==> config.mk <==
export PLATFORM = sky130hd
export DESIGN_NAME = gppr_top
export DESIGN_NICKNAME = d
export VERILOG_FILES = /design/src/common/gppr_pkg.sv /design/src/rtl/gppr_pin_sync.sv /design/src/rtl/gppr_top.sv
export SDC_FILE = /design/constraint.sdc
export NUM_CORES = 1
export LEC_CHECK = 0
export ABC_AREA = 1
export BUFFER_PORTS_ARGS = -buffer_cell sky130_fd_sc_hd__buf_2
export CAP_MARGIN = 15
export CORE_ASPECT_RATIO = 1.4
export CORE_MARGIN = 4
export CORE_UTILIZATION = 55
export DETAILED_ROUTE_END_ITERATION = 6
export PLACE_DENSITY = 0.94
export SETUP_SLACK_MARGIN = 0.02
export SLEW_MARGIN = 20
export SYNTH_ARGS = -nofsm -noshare
export SYNTH_HDL_FRONTEND = slang
export SYNTH_SLANG_ARGS = --single-unit
==> constraint.sdc <==
create_clock -name sys_clk -period 3.5 [get_ports sys_clk]
set_input_delay 0.7 -clock sys_clk [delete_from_list [all_inputs] [get_ports sys_clk]]
set_output_delay 0.7 -clock sys_clk [all_outputs]
set_load 0.02 [all_outputs]
==> src/common/gppr_pkg.sv <==
// gppr_pkg: register map, control field layout, pin mode codes and pin
// positions for the gpio port with pin routing.
// assumes a 32-bit apb slave, one register per aligned word.
package gppr_pkg;

  // ==========================================================
  // widths
  localparam int unsigned GPPR_DATA_W = 32;
  localparam int unsigned GPPR_REG_W = 16;
  localparam int unsigned GPPR_PINS = 32;
  localparam int unsigned GPPR_LANES = 4;
  localparam int unsigned GPPR_XD_LO = 8;
  localparam int unsigned GPPR_XD_HI = 15;

  // ==========================================================
  // register indices (byte address is four times the index)
  localparam logic [15:0] GPPR_IDX_CONTROL = 16'hC006;
  localparam logic [15:0] GPPR_IDX_B0_OUT = 16'hC01E;
  localparam logic [15:0] GPPR_IDX_B0_IN = 16'hC020;
  localparam logic [15:0] GPPR_IDX_B0_DIR = 16'hC022;
  localparam logic [15:0] GPPR_IDX_B1_OUT = 16'hC024;
  localparam logic [15:0] GPPR_IDX_B1_IN = 16'hC026;
  localparam logic [15:0] GPPR_IDX_B1_DIR = 16'hC028;

  localparam logic [31:0] GPPR_ADDR_CONTROL = {14'h0000, GPPR_IDX_CONTROL, 2'h0};
  localparam logic [31:0] GPPR_ADDR_B0_OUT = {14'h0000, GPPR_IDX_B0_OUT, 2'h0};
  localparam logic [31:0] GPPR_ADDR_B0_IN = {14'h0000, GPPR_IDX_B0_IN, 2'h0};
  localparam logic [31:0] GPPR_ADDR_B0_DIR = {14'h0000, GPPR_IDX_B0_DIR, 2'h0};
  localparam logic [31:0] GPPR_ADDR_B1_OUT = {14'h0000, GPPR_IDX_B1_OUT, 2'h0};
  localparam logic [31:0] GPPR_ADDR_B1_IN = {14'h0000, GPPR_IDX_B1_IN, 2'h0};
  localparam logic [31:0] GPPR_ADDR_B1_DIR = {14'h0000, GPPR_IDX_B1_DIR, 2'h0};

  // ==========================================================
  // reset values and control masks
  localparam logic [15:0] GPPR_RST_REG = 16'h0000;
  localparam logic [15:0] GPPR_CTL_WRITABLE = 16'hCFFF;
  localparam logic [15:0] GPPR_CTL_LOCKED = 16'hFF00;

  // ==========================================================
  // control register fields
  localparam int unsigned GPPR_CTL_WP = 15;
  localparam int unsigned GPPR_CTL_UD = 14;
  localparam int unsigned GPPR_CTL_ALT_SS = 11;
  localparam int unsigned GPPR_CTL_MODE_HI = 10;
  localparam int unsigned GPPR_CTL_MODE_LO = 8;
  localparam int unsigned GPPR_CTL_FS_PIN = 7;
  localparam int unsigned GPPR_CTL_FS_XD = 6;
  localparam int unsigned GPPR_CTL_SPI_PIN = 5;
  localparam int unsigned GPPR_CTL_SPI_XD = 4;
  localparam int unsigned GPPR_CTL_IRQB_POL = 3;
  localparam int unsigned GPPR_CTL_IRQB_EN = 2;
  localparam int unsigned GPPR_CTL_IRQA_POL = 1;
  localparam int unsigned GPPR_CTL_IRQA_EN = 0;

  // ==========================================================
  // pin mode codes
  typedef enum logic [2:0] {
    GPPR_MODE_GPIO = 3'h0,
    GPPR_MODE_RSV1 = 3'h1,
    GPPR_MODE_RSV2 = 3'h2,
    GPPR_MODE_RSV3 = 3'h3,
    GPPR_MODE_DRIVE = 3'h4,
    GPPR_MODE_HOST = 3'h5,
    GPPR_MODE_SCAN = 3'h6,
    GPPR_MODE_RSV7 = 3'h7
  } gppr_mode_t;

  // ==========================================================
  // pin positions
  localparam logic [31:0] GPPR_MODE_PIN_MASK = 32'h01F8FFFF;
  localparam int unsigned GPPR_PIN_IRQA = 24;
  localparam int unsigned GPPR_PIN_IRQB = 25;
  localparam int unsigned GPPR_PIN_UD = 30;
  localparam int unsigned GPPR_PIN_ALT_SS = 15;
  localparam int unsigned GPPR_PIN_FS_LO = 16;
  localparam int unsigned GPPR_PIN_FS_HI = 26;
  localparam int unsigned GPPR_FS_HI_LANE = 3;
  localparam int unsigned GPPR_PIN_SPI_LO = 8;
  localparam int unsigned GPPR_SPI_SS_LANE = 1;
  localparam int unsigned GPPR_XD_FS_LO = 12;
  localparam int unsigned GPPR_XD_SPI_LO = 8;

endpackage : gppr_pkg

==> src/rtl/gppr_pin_sync.sv <==
// gppr_pin_sync: three-stage synchroniser with agreement filter per bit.
// assumes asynchronous pin levels; output moves only when stages two and
// three agree, so a one-sample glitch never reaches the block.
`timescale 1ns/10ps
module gppr_pin_sync #(
  parameter int unsigned WIDTH = 40
) (
  input wire logic sys_clk,
  input wire logic reset_n,
  input wire logic [WIDTH-1:0] asyncIn,
  output logic [WIDTH-1:0] syncOut
);

  logic [WIDTH-1:0] stage1_reg;
  logic [WIDTH-1:0] stage2_reg;
  logic [WIDTH-1:0] stage3_reg;
  logic [WIDTH-1:0] stable_reg;

  // ==========================================================
  // capture chain
  always_ff @(posedge sys_clk) begin
    if (!reset_n) begin
      stage1_reg <= '0;
      stage2_reg <= '0;
      stage3_reg <= '0;
    end else begin
      stage1_reg <= asyncIn;
      stage2_reg <= stage1_reg;
      stage3_reg <= stage2_reg;
    end
  end

  // ==========================================================
  // agreement filter
  always_ff @(posedge sys_clk) begin
    if (!reset_n) begin
      stable_reg <= '0;
    end else begin
      for (int i = 0; i < WIDTH; i++) begin
        if (stage2_reg[i] == stage3_reg[i]) begin
          stable_reg[i] <= stage3_reg[i];
        end
      end
    end
  end

  assign syncOut = stable_reg;

endmodule : gppr_pin_sync

==> src/rtl/gppr_top.sv <==
// gppr_top: 32-pin general purpose port with pin routing, apb registers.
// assumes one sys_clk domain; pins and memory data lines are asynchronous
// and are synchronised here; peripheral cores sit on the same clock.
//
// How it works
// - mode field picks owner of pins 15:0 and 24:19: gpio, drive, host.
// - fast serial route bit puts port onto pins 26 and 18:16.
// - fast serial memory bus bit moves port to data lines 15:12, wins.
// - spi route bit puts spi port onto pins 11:8.
// - alternate select bit moves spi slave select input to pin 15.
// - spi memory bus bit puts spi on data lines 11:8, overriding both.
// - second pin interrupt edge: rising when polarity bit set, else falling.
// - second pin interrupt needs its enable and the cpu gpio enable.
// - first pin interrupt edge: rising when polarity bit set, else falling.
// - first pin interrupt needs its enable and the cpu gpio enable.
// - bank output registers drive pins 15:0 and 31:16 bit for bit.
// - output register reads return last written value, not pin levels.
// - input registers return pin levels of each bank.
// - direction bit one makes pin output, zero makes it input.
// - write protect freezes control bits 15:8 until reset.
// - alternate select only acts while spi sits on the pins.
// - first pin interrupt senses pin 24, second senses pin 25.
//
// The APB register port is this design's own decision.
`timescale 1ns/10ps
module gppr_top
  import gppr_pkg::*;
(
  input wire logic sys_clk,
  input wire logic reset_n,
  input wire logic psel,
  input wire logic penable,
  input wire logic pwrite,
  input wire logic [31:0] paddr,
  input wire logic [gppr_pkg::GPPR_DATA_W-1:0] pwdata,
  output logic [gppr_pkg::GPPR_DATA_W-1:0] prdata,
  output logic pready,
  output logic pslverr,
  input wire logic [gppr_pkg::GPPR_PINS-1:0] gpioIn,
  output logic [gppr_pkg::GPPR_PINS-1:0] gpioOut,
  output logic [gppr_pkg::GPPR_PINS-1:0] gpioOe,
  output logic [gppr_pkg::GPPR_PINS-1:0] pinLevel,
  input wire logic [gppr_pkg::GPPR_XD_HI:gppr_pkg::GPPR_XD_LO] xdIn,
  output logic [gppr_pkg::GPPR_XD_HI:gppr_pkg::GPPR_XD_LO] xdOut,
  output logic [gppr_pkg::GPPR_XD_HI:gppr_pkg::GPPR_XD_LO] xdOe,
  output logic [gppr_pkg::GPPR_XD_HI:gppr_pkg::GPPR_XD_LO] xdClaim,
  input wire logic [gppr_pkg::GPPR_LANES-1:0] fastSerialOut,
  input wire logic [gppr_pkg::GPPR_LANES-1:0] fastSerialOe,
  output logic [gppr_pkg::GPPR_LANES-1:0] fastSerialIn,
  input wire logic [gppr_pkg::GPPR_LANES-1:0] spiOut,
  input wire logic [gppr_pkg::GPPR_LANES-1:0] spiOe,
  output logic [gppr_pkg::GPPR_LANES-1:0] spiIn,
  input wire logic [gppr_pkg::GPPR_PINS-1:0] hostPortOut,
  input wire logic [gppr_pkg::GPPR_PINS-1:0] hostPortOe,
  input wire logic [gppr_pkg::GPPR_PINS-1:0] drivePortOut,
  input wire logic [gppr_pkg::GPPR_PINS-1:0] drivePortOe,
  output gppr_pkg::gppr_mode_t pinMode,
  input wire logic txEnStatus,
  input wire logic cpuGpioIntEn,
  output logic pinIrqA,
  output logic pinIrqB
);

  localparam int unsigned XD_W = GPPR_XD_HI - GPPR_XD_LO + 1;
  localparam int unsigned SYNC_W = GPPR_PINS + XD_W;

  // ==========================================================
  // declarations
  logic [GPPR_REG_W-1:0] control_reg;
  logic [GPPR_REG_W-1:0] control_next;
  logic [GPPR_REG_W-1:0] bank0Out_reg;
  logic [GPPR_REG_W-1:0] bank1Out_reg;
  logic [GPPR_REG_W-1:0] bank0Dir_reg;
  logic [GPPR_REG_W-1:0] bank1Dir_reg;
  logic [GPPR_DATA_W-1:0] prdata_reg;
  logic [GPPR_PINS-1:0] pinOut_reg;
  logic [GPPR_PINS-1:0] pinOut_next;
  logic [GPPR_PINS-1:0] pinOe_reg;
  logic [GPPR_PINS-1:0] pinOe_next;
  logic [XD_W-1:0] xdOut_reg;
  logic [XD_W-1:0] xdOut_next;
  logic [XD_W-1:0] xdOe_reg;
  logic [XD_W-1:0] xdOe_next;
  logic [XD_W-1:0] xdClaim_reg;
  logic [XD_W-1:0] xdClaim_next;
  logic [GPPR_LANES-1:0] fastSerialIn_reg;
  logic [GPPR_LANES-1:0] fastSerialIn_next;
  logic [GPPR_LANES-1:0] spiIn_reg;
  logic [GPPR_LANES-1:0] spiIn_next;
  logic [SYNC_W-1:0] syncLevel;
  logic [GPPR_PINS-1:0] pinSync;
  logic [XD_W-1:0] xdSync;
  logic irqAPrev_reg;
  logic irqBPrev_reg;
  logic pinIrqA_reg;
  logic pinIrqB_reg;
  logic wrStrobe;
  logic rdSetup;
  logic fsOnXd;
  logic fsOnPins;
  logic spiOnXd;
  logic spiOnPins;
  logic altSsActive;
  gppr_mode_t mode;

  // ==========================================================
  // helpers
  function automatic logic addrHit(input logic [31:0] addr);
    addrHit = (addr == GPPR_ADDR_CONTROL) || (addr == GPPR_ADDR_B0_OUT) ||
              (addr == GPPR_ADDR_B0_IN) || (addr == GPPR_ADDR_B0_DIR) ||
              (addr == GPPR_ADDR_B1_OUT) || (addr == GPPR_ADDR_B1_IN) ||
              (addr == GPPR_ADDR_B1_DIR);
  endfunction : addrHit

  // edge of the selected polarity on a synchronised level
  function automatic logic edgeSeen(input logic cur, input logic prev, input logic rising);
    edgeSeen = rising ? (cur && !prev) : (!cur && prev);
  endfunction : edgeSeen

  // ==========================================================
  // input synchronisers
  gppr_pin_sync #(
    .WIDTH(SYNC_W)
  ) u_sync (
    .sys_clk(sys_clk),
    .reset_n(reset_n),
    .asyncIn({xdIn, gpioIn}),
    .syncOut(syncLevel)
  );

  assign pinSync = syncLevel[GPPR_PINS-1:0];
  assign xdSync = syncLevel[SYNC_W-1:GPPR_PINS];

  // ==========================================================
  // apb slave
  // zero wait states; read data is latched in the setup cycle so it
  // comes from a flip-flop by the access phase
  assign pready = 1'b1;
  assign pslverr = psel && penable && !addrHit(paddr);
  assign wrStrobe = psel && penable && pwrite && addrHit(paddr);
  assign rdSetup = psel && !penable && !pwrite;
  assign prdata = prdata_reg;

  always_ff @(posedge sys_clk) begin
    if (!reset_n) begin
      prdata_reg <= '0;
    end else if (rdSetup) begin
      prdata_reg <= '0;
      case (paddr)
        GPPR_ADDR_CONTROL: begin
          prdata_reg[GPPR_REG_W-1:0] <= control_reg;
        end
        GPPR_ADDR_B0_OUT: begin
          prdata_reg[GPPR_REG_W-1:0] <= bank0Out_reg;
        end
        GPPR_ADDR_B1_OUT: begin
          prdata_reg[GPPR_REG_W-1:0] <= bank1Out_reg;
        end
        GPPR_ADDR_B0_IN: begin
          prdata_reg[GPPR_REG_W-1:0] <= pinSync[GPPR_REG_W-1:0];
        end
        GPPR_ADDR_B1_IN: begin
          prdata_reg[GPPR_REG_W-1:0] <= pinSync[GPPR_PINS-1:GPPR_REG_W];
        end
        GPPR_ADDR_B0_DIR: begin
          prdata_reg[GPPR_REG_W-1:0] <= bank0Dir_reg;
        end
        GPPR_ADDR_B1_DIR: begin
          prdata_reg[GPPR_REG_W-1:0] <= bank1Dir_reg;
        end
        default: begin
          prdata_reg <= '0;
        end
      endcase
    end
  end

  // ==========================================================
  // control register
  always_comb begin
    // reserved bits are dropped even if software sets them
    control_next = pwdata[GPPR_REG_W-1:0] & GPPR_CTL_WRITABLE;
    if (control_reg[GPPR_CTL_WP]) begin
      control_next = (control_next & ~GPPR_CTL_LOCKED) | (control_reg & GPPR_CTL_LOCKED);
    end
  end

  always_ff @(posedge sys_clk) begin
    if (!reset_n) begin
      control_reg <= GPPR_RST_REG;
    end else if (wrStrobe && paddr == GPPR_ADDR_CONTROL) begin
      control_reg <= control_next;
    end
  end

  // ==========================================================
  // bank registers
  // cleared at reset
  always_ff @(posedge sys_clk) begin
    if (!reset_n) begin
      bank0Out_reg <= GPPR_RST_REG;
      bank1Out_reg <= GPPR_RST_REG;
      bank0Dir_reg <= GPPR_RST_REG;
      bank1Dir_reg <= GPPR_RST_REG;
    end else if (wrStrobe) begin
      case (paddr)
        GPPR_ADDR_B0_OUT: begin
          bank0Out_reg <= pwdata[GPPR_REG_W-1:0];
        end
        GPPR_ADDR_B1_OUT: begin
          bank1Out_reg <= pwdata[GPPR_REG_W-1:0];
        end
        GPPR_ADDR_B0_DIR: begin
          bank0Dir_reg <= pwdata[GPPR_REG_W-1:0];
        end
        GPPR_ADDR_B1_DIR: begin
          bank1Dir_reg <= pwdata[GPPR_REG_W-1:0];
        end
        default: begin
        end
      endcase
    end
  end

  // ==========================================================
  // route decode
  // mode field
  assign mode = gppr_mode_t'(control_reg[GPPR_CTL_MODE_HI:GPPR_CTL_MODE_LO]);
  assign pinMode = mode;
  assign fsOnXd = control_reg[GPPR_CTL_FS_XD];
  assign fsOnPins = control_reg[GPPR_CTL_FS_PIN] && !fsOnXd;
  assign spiOnXd = control_reg[GPPR_CTL_SPI_XD];
  assign spiOnPins = control_reg[GPPR_CTL_SPI_PIN] && !spiOnXd;
  assign altSsActive = control_reg[GPPR_CTL_ALT_SS] && spiOnPins;

  // ==========================================================
  // pin drive selection, lowest priority first
  always_comb begin
    pinOut_next = {bank1Out_reg, bank0Out_reg};
    pinOe_next = {bank1Dir_reg, bank0Dir_reg};
    if (control_reg[GPPR_CTL_UD]) begin
      pinOut_next[GPPR_PIN_UD] = txEnStatus;
      pinOe_next[GPPR_PIN_UD] = 1'b1;
    end
    if (spiOnPins) begin
      for (int i = 0; i < GPPR_LANES; i++) begin
        if (!(altSsActive && i == GPPR_SPI_SS_LANE)) begin
          pinOut_next[GPPR_PIN_SPI_LO + i] = spiOut[i];
          pinOe_next[GPPR_PIN_SPI_LO + i] = spiOe[i];
        end
      end
    end
    // moved select is an input only
    if (altSsActive) begin
      pinOut_next[GPPR_PIN_ALT_SS] = 1'b0;
      pinOe_next[GPPR_PIN_ALT_SS] = 1'b0;
    end
    if (fsOnPins) begin
      for (int i = 0; i < GPPR_LANES; i++) begin
        if (i == GPPR_FS_HI_LANE) begin
          pinOut_next[GPPR_PIN_FS_HI] = fastSerialOut[i];
          pinOe_next[GPPR_PIN_FS_HI] = fastSerialOe[i];
        end else begin
          pinOut_next[GPPR_PIN_FS_LO + i] = fastSerialOut[i];
          pinOe_next[GPPR_PIN_FS_LO + i] = fastSerialOe[i];
        end
      end
    end
    // mode peripherals take pins 15:0 and 24:19
    case (mode)
      GPPR_MODE_DRIVE: begin
        pinOut_next = (pinOut_next & ~GPPR_MODE_PIN_MASK) | (drivePortOut & GPPR_MODE_PIN_MASK);
        pinOe_next = (pinOe_next & ~GPPR_MODE_PIN_MASK) | (drivePortOe & GPPR_MODE_PIN_MASK);
      end
      GPPR_MODE_HOST: begin
        pinOut_next = (pinOut_next & ~GPPR_MODE_PIN_MASK) | (hostPortOut & GPPR_MODE_PIN_MASK);
        pinOe_next = (pinOe_next & ~GPPR_MODE_PIN_MASK) | (hostPortOe & GPPR_MODE_PIN_MASK);
      end
      default: begin
        // gpio, reserved and scan codes leave the pins to the registers;
        // scan is for production test and is not built here
      end
    endcase
  end

  // ==========================================================
  // memory data line drive selection
  always_comb begin
    xdOut_next = '0;
    xdOe_next = '0;
    xdClaim_next = '0;
    for (int i = 0; i < GPPR_LANES; i++) begin
      if (fsOnXd) begin
        xdOut_next[GPPR_XD_FS_LO - GPPR_XD_LO + i] = fastSerialOut[i];
        xdOe_next[GPPR_XD_FS_LO - GPPR_XD_LO + i] = fastSerialOe[i];
        xdClaim_next[GPPR_XD_FS_LO - GPPR_XD_LO + i] = 1'b1;
      end
      if (spiOnXd) begin
        xdOut_next[GPPR_XD_SPI_LO - GPPR_XD_LO + i] = spiOut[i];
        xdOe_next[GPPR_XD_SPI_LO - GPPR_XD_LO + i] = spiOe[i];
        xdClaim_next[GPPR_XD_SPI_LO - GPPR_XD_LO + i] = 1'b1;
      end
    end
  end

  // ==========================================================
  // peripheral receive paths
  always_comb begin
    fastSerialIn_next = '0;
    spiIn_next = '0;
    for (int i = 0; i < GPPR_LANES; i++) begin
      if (fsOnXd) begin
        fastSerialIn_next[i] = xdSync[GPPR_XD_FS_LO - GPPR_XD_LO + i];
      end else if (fsOnPins) begin
        fastSerialIn_next[i] = (i == GPPR_FS_HI_LANE) ? pinSync[GPPR_PIN_FS_HI] : pinSync[GPPR_PIN_FS_LO + i];
      end
      if (spiOnXd) begin
        spiIn_next[i] = xdSync[GPPR_XD_SPI_LO - GPPR_XD_LO + i];
      end else if (spiOnPins) begin
        spiIn_next[i] = pinSync[GPPR_PIN_SPI_LO + i];
      end
    end
    // select taken from the alternate pin
    if (altSsActive) begin
      spiIn_next[GPPR_SPI_SS_LANE] = pinSync[GPPR_PIN_ALT_SS];
    end
  end

  // ==========================================================
  // registered pin and peripheral outputs
  // one cycle of latency traded for glitch free pad drive
  always_ff @(posedge sys_clk) begin
    if (!reset_n) begin
      pinOut_reg <= '0;
      pinOe_reg <= '0;
      xdOut_reg <= '0;
      xdOe_reg <= '0;
      xdClaim_reg <= '0;
      fastSerialIn_reg <= '0;
      spiIn_reg <= '0;
    end else begin
      pinOut_reg <= pinOut_next;
      pinOe_reg <= pinOe_next;
      xdOut_reg <= xdOut_next;
      xdOe_reg <= xdOe_next;
      xdClaim_reg <= xdClaim_next;
      fastSerialIn_reg <= fastSerialIn_next;
      spiIn_reg <= spiIn_next;
    end
  end

  assign gpioOut = pinOut_reg;
  assign gpioOe = pinOe_reg;
  assign pinLevel = pinSync;
  assign xdOut = xdOut_reg;
  assign xdOe = xdOe_reg;
  assign xdClaim = xdClaim_reg;
  assign fastSerialIn = fastSerialIn_reg;
  assign spiIn = spiIn_reg;

  // ==========================================================
  // pin interrupts
  // sense pins
  always_ff @(posedge sys_clk) begin
    if (!reset_n) begin
      irqAPrev_reg <= 1'b0;
      irqBPrev_reg <= 1'b0;
    end else begin
      irqAPrev_reg <= pinSync[GPPR_PIN_IRQA];
      irqBPrev_reg <= pinSync[GPPR_PIN_IRQB];
    end
  end

  always_ff @(posedge sys_clk) begin
    if (!reset_n) begin
      pinIrqA_reg <= 1'b0;
      pinIrqB_reg <= 1'b0;
    end else begin
      pinIrqA_reg <= control_reg[GPPR_CTL_IRQA_EN] && cpuGpioIntEn &&
                     edgeSeen(pinSync[GPPR_PIN_IRQA], irqAPrev_reg, control_reg[GPPR_CTL_IRQA_POL]);
      pinIrqB_reg <= control_reg[GPPR_CTL_IRQB_EN] && cpuGpioIntEn &&
                     edgeSeen(pinSync[GPPR_PIN_IRQB], irqBPrev_reg, control_reg[GPPR_CTL_IRQB_POL]);
    end
  end

  assign pinIrqA = pinIrqA_reg;
  assign pinIrqB = pinIrqB_reg;

endmodule : gppr_top

Word level (Yosys, flattened, before mapping)
Cells that the tools add are included.
{"block": "totals", "out_inout_bits": 167, "wordCells": 192, "inputBits": 255, "register_bits": 353}
{"block": "classes", "bitwise": 5, "n_mux": 37, "eq_ne": 49, "n_reduce_logical": 39}
{"op": "$eq 32x18->1 const B", "n": 7}
{"op": "$or 32x25->32", "n": 4}
{"op": "$pmux 32 s2", "n": 2}
{"op": "$pmux 16 s7", "n": 1}
{"op": "$eq 1x1->1", "n": 40}
{"op": "$mux 1", "n": 29}
{"op": "$logic_and 1x1->1", "n": 18}
{"op": "$mux 16", "n": 1}
{"op": "$or 8x16->16", "n": 1}
{"op": "$reduce_and 2->1", "n": 6}
{"op": "$logic_not 1->1", "n": 9}
{"op": "$mux 4", "n": 2}
{"op": "$eq 3x3->1 const B", "n": 2}
{"op": "$logic_or 1x1->1", "n": 6}
{"op": "$mux 3", "n": 2}

Longest topological paths before layout
{"block": "depth", "ltp_word": 9, "ltp_mapped": 14, "depth_no_buf": 13}

Modules after synthesis
From an unflattened synthesis, not the netlist that was laid out.
{"block": "hier_totals", "cells_unflattened": 1855, "hier_area_um2": 13651.8}
{"mod": "gppr_top", "cells_per_inst": 1317, "instances": 1, "area_per_inst_um2": 8836.0, "seq_area_each_um2": 3763.6}
{"mod": "gppr_pin_sync", "cells_per_inst": 538, "instances": 1, "area_per_inst_um2": 4815.9, "seq_area_each_um2": 3203.1}

Least setup slack after synthesis
OpenSTA, ideal clock, no wires.
{"block": "synth_timing", "path_type": "in2out", "startpoint": "input paddr[8]", "endpoint": "output pslverr", "cell_stages": 10, "slack_ns": 1.011, "arrival_time_ns": 1.789, "cell_sequence": "inv_1 -> nand2_1 -> nor2_2 -> nand2_4 -> nor2_4 -> nand2_1 -> nand2_1 -> nor2_1 -> nand2_4 -> nor2_1"}
{"block": "synth_between", "elab_chain_len": 9, "elab_cells_between_ends": 15}
{"element": "start, declared", "line": "gppr_top.sv:34", "rtl": "input wire logic [31:0] paddr,"}
{"element": "$eq 32x18->1", "line": "gppr_top.sv:109", "rtl": "addrHit = (addr == GPPR_ADDR_CONTROL) || (addr == GPPR_ADDR_B0_OUT) ||"}
{"element": "$logic_or 1x1->1 (2 in series)", "line": "gppr_top.sv:109"}
{"element": "$logic_or 1x1->1 (2 in series)", "line": "gppr_top.sv:110", "rtl": "(addr == GPPR_ADDR_B0_IN) || (addr == GPPR_ADDR_B0_DIR) ||"}
{"element": "$logic_or 1x1->1", "line": "gppr_top.sv:111", "rtl": "(addr == GPPR_ADDR_B1_OUT) || (addr == GPPR_ADDR_B1_IN) ||"}
{"element": "$logic_or 1x1->1 (*)", "line": "gppr_top.sv:111"}
{"element": "$logic_not 1->1 (*)", "line": "gppr_top.sv:139", "rtl": "assign pslverr = psel && penable && !addrHit(paddr);"}
{"element": "$logic_and 1x1->1 (*)", "line": "gppr_top.sv:139"}
{"element": "end, declared", "line": "gppr_top.sv:38", "rtl": "output logic pslverr,"}
Mark *: on every way between the ends. The rest lies on a longest branch, timed or not.

Worst setup path after layout
{"block": "layout_timing", "startpoint": "input paddr[19]", "endpoint": "output pslverr"}
Same word-level chain as after synthesis.

==> metrics <==
result of the run complete, no violations; required time reported for the critical path endpoint 2.80 ns; CTS tree yes; clock input transition at the sequential cells of the worst setup and hold paths 0.06 ns; 1st-iter DRT viols 947; cell type contributing the most total cell area after synthesis dfxtp_1; root buffer cell clkbuf_16; remaining antenna violation count after routing 0; post-route minimum period 2.995 ns; Synth async-reset ratio 0%; number of antenna violations at the first check in global routing 2; Initial Utilization 56.03%; max-capacitance violation count 0; Tcrit/Tclk final 85.57%; overall die area 0.02786 mm²; worst skew pair latency 0.55 ns; DP Wirelength 29.84 mm; number of DRC violations after detailed routing 0; row count 68; cell types with the highest counts after synthesis nand2_1, dfxtp_1, inv_1, nor2_1, o21ai_0; mean post-synth cell area 7.316 µm²; layout cell share with drive strength beyond 1 20.52%; flip-flop cell with the highest count after synthesis dfxtp_1; number of search-and-repair iterations in the first detailed-routing pass 5; actual transition at the worst max-transition pin 0.9634 ns; largest driver fanout on the critical path 9; static leakage power 8.729 nW; Final Wtd Congestion 0.9022; crit path capture type primary output; crit path launch type input port; Unique masters post-synth 30; maximum number of pins on one net before global-route repair 129; pins over their slew limit 0; final hold viol count 0; global-route wire length before repair 61.71 mm; min-delay worst type in -> reg; detailed-route wire length per cell 16.12 µm; Fmax 333.9 MHz; Gate Count Post-Synth 1896; # fillers 2086; die outline height 195.9 µm; most frequent cell after synthesis nand2_1; CP arrival 2.30 ns; post-layout total power 7.826 mW; global routing usage summed across all routing layers 27.55%; worst ir drop on vdd 464.7 µV; via count of the first global-routing pass 12210; Layout Skew 0.008898 ns; Area Growth Syn to Fin 18.83%; post-synthesis instance area 0.01387 mm²; number of post-CTS setup repair buffers 0; Critical Setup Path Class in -> out; detail-routed via count per cell 5.074; detailed-route wire length 40.41 mm; worst slew slack as a fraction of its limit 35.54%; final net count 2421; pwr dens 474.8 mW/mm²; count of endpoints failing setup in the final report 0; H-tree levels 1; Final Core Density 66.58%; clk sink count 348; total vias in the final route 12720; worst-case setup margin in the final layout 0.5049 ns; number of storage elements in the synthesis netlist 348; Port Buf Inserts 348; Ports 422; hold bufs inserted after CTS 0; number of warnings printed during yosys synthesis 0; PostCTS Resize Cnt 0; number of enable-type register cells in the synthesized netlist 0; unrepaired setup endpoints after global routing false; fraction of the yosys area taken by sequential cells 50.22%; top cell type's share of synthesized area 50.22%; overflow left after global routing 0; area inside the core boundary 0.02476 mm²; largest buffer count on any clock path 3; pre-CTS WS 0.5329 ns; total negative slack 0 ns; number of buffers created by CTS 31; width of the die 142.2 µm; top post-synthesis cells by area dfxtp_1, nand2_1, inv_1
## kinds of logic after synthesis
kind of cell             Yosys count  share of synthesized area, %
AO/OA/AOI/OAI                    335                         12.56
other                              2                       0.05414
AND/OR/NAND/NOR                  730                         21.88
buffers and inverters            474                         14.77
flip-flops                       348                         50.22
adder cells (fa/ha/maj)            7                        0.5051
## worst max-delay path, stage by stage
cell and delay [ns]:
buf_2 0.10, inv_1 0.07, nand2_1 0.05, nor2_1 0.10, nand2_1 0.10, nor2_4 0.26
buf_4 0.24, nand2_1 0.17, nand2_1 0.10, nor2_1 0.06, nand2_4 0.12, nor2_1 0.05
buf_2 0.16
## placed cells by master (no fill, tap or decap)
| master | netlist | layout |
|---|---|---|
| a31oi_1 | 2 | 2 |
| inv_2 | 6 | 8 |
| buf_12 | 0 | 2 |
| nand4_1 | 35 | 35 |
| buf_4 | 63 | 20 |
| clkbuf_1 | 63 | 5 |
| clkbuf_8 | 0 | 3 |
| nand2_1 | 369 | 369 |
| a221oi_1 | 1 | 1 |
| nand2_4 | 2 | 2 |
| a21oi_1 | 147 | 147 |
| inv_6 | 0 | 3 |
| nand3_1 | 61 | 61 |
| and2_1 | 1 | 1 |
| o21bai_1 | 2 | 2 |
| nand3_4 | 3 | 3 |
| nor3_1 | 1 | 1 |
| nor2_4 | 6 | 6 |
| bufinv_16 | 0 | 4 |
| inv_1 | 318 | 318 |
| clkinv_2 | 0 | 5 |
| o21ai_0 | 168 | 168 |
| maj3_1 | 7 | 7 |
| dfxtp_1 | 348 | 348 |
| clkbuf_16 | 0 | 31 |
| nor2_2 | 6 | 7 |
| a211oi_1 | 8 | 8 |
| nand2_2 | 2 | 2 |
| buf_6 | 2 | 1 |
| conb_1 | 2 | 17 |
| diode_2 | 0 | 3 |
| buf_2 | 15 | 347 |
| nor2_1 | 243 | 242 |
| nor3_2 | 1 | 1 |
| clkinv_4 | 0 | 2 |
| a32o_1 | 7 | 7 |
| clkinvlp_4 | 0 | 2 |
## stage by stage
stage	hold WS [ns]	instances	area, µm²
floorplan	0.3905	1911	13930
global placement	0.3919	2448	15440
detailed placement	0.3959	2448	15440
CTS	0.3138	2503	16480
global route	0.3250	2505	16480
finish	0.3303	2506	16480
## power by group
group / switching, mW / internal, mW
Sequential: 0.0249 / 4.02
Clock: 1.46 / 1.99
Combinational: 0.200 / 0.129
## cell type report
type	count	area (µm²)	share of cell area [%]
inverters	326	1224	7.423
repair buffers	370	1938	11.76
clock buffers	39	835.8	5.070
well taps	315	394.1	2.391
flip-flops and latches	348	6967	42.26
diodes	3	7.507	0.04554
multi-input cells	1089	4915	29.81
clock inverters	16	203.9	1.237
## metal layers
layer	global-route usage [%]	vias up	wire, µm
met5	0	-	0
met1	31.10	5686	14860
met2	49.54	590	20250
met4	13.73	0	2122
met3	4.535	132	3175
li1	-	6307	-
## final timing paths
| path | endpoint | start | slack [ns] | cells after the start |
|---|---|---|---|---|
| worst min-delay path | u_sync.stage1_reg[13]$_SDFF_PN0_ | gpioIn[13] | 0.33 | 3 |
| worst min register to register | u_sync.stage2_reg[28]$_SDFF_PN0_ | u_sync.stage1_reg[28]$_SDFF_PN0_ | 0.41 | 2 |
| worst max-delay path | pslverr | paddr[19] | 0.50 | 13 |
| worst max register to register | gpioOe[5]$_SDFF_PN0_ | control_reg[10]$_SDFFE_PN0P_ | 1.01 | 7 |
(Power assumes the default switching activity.)
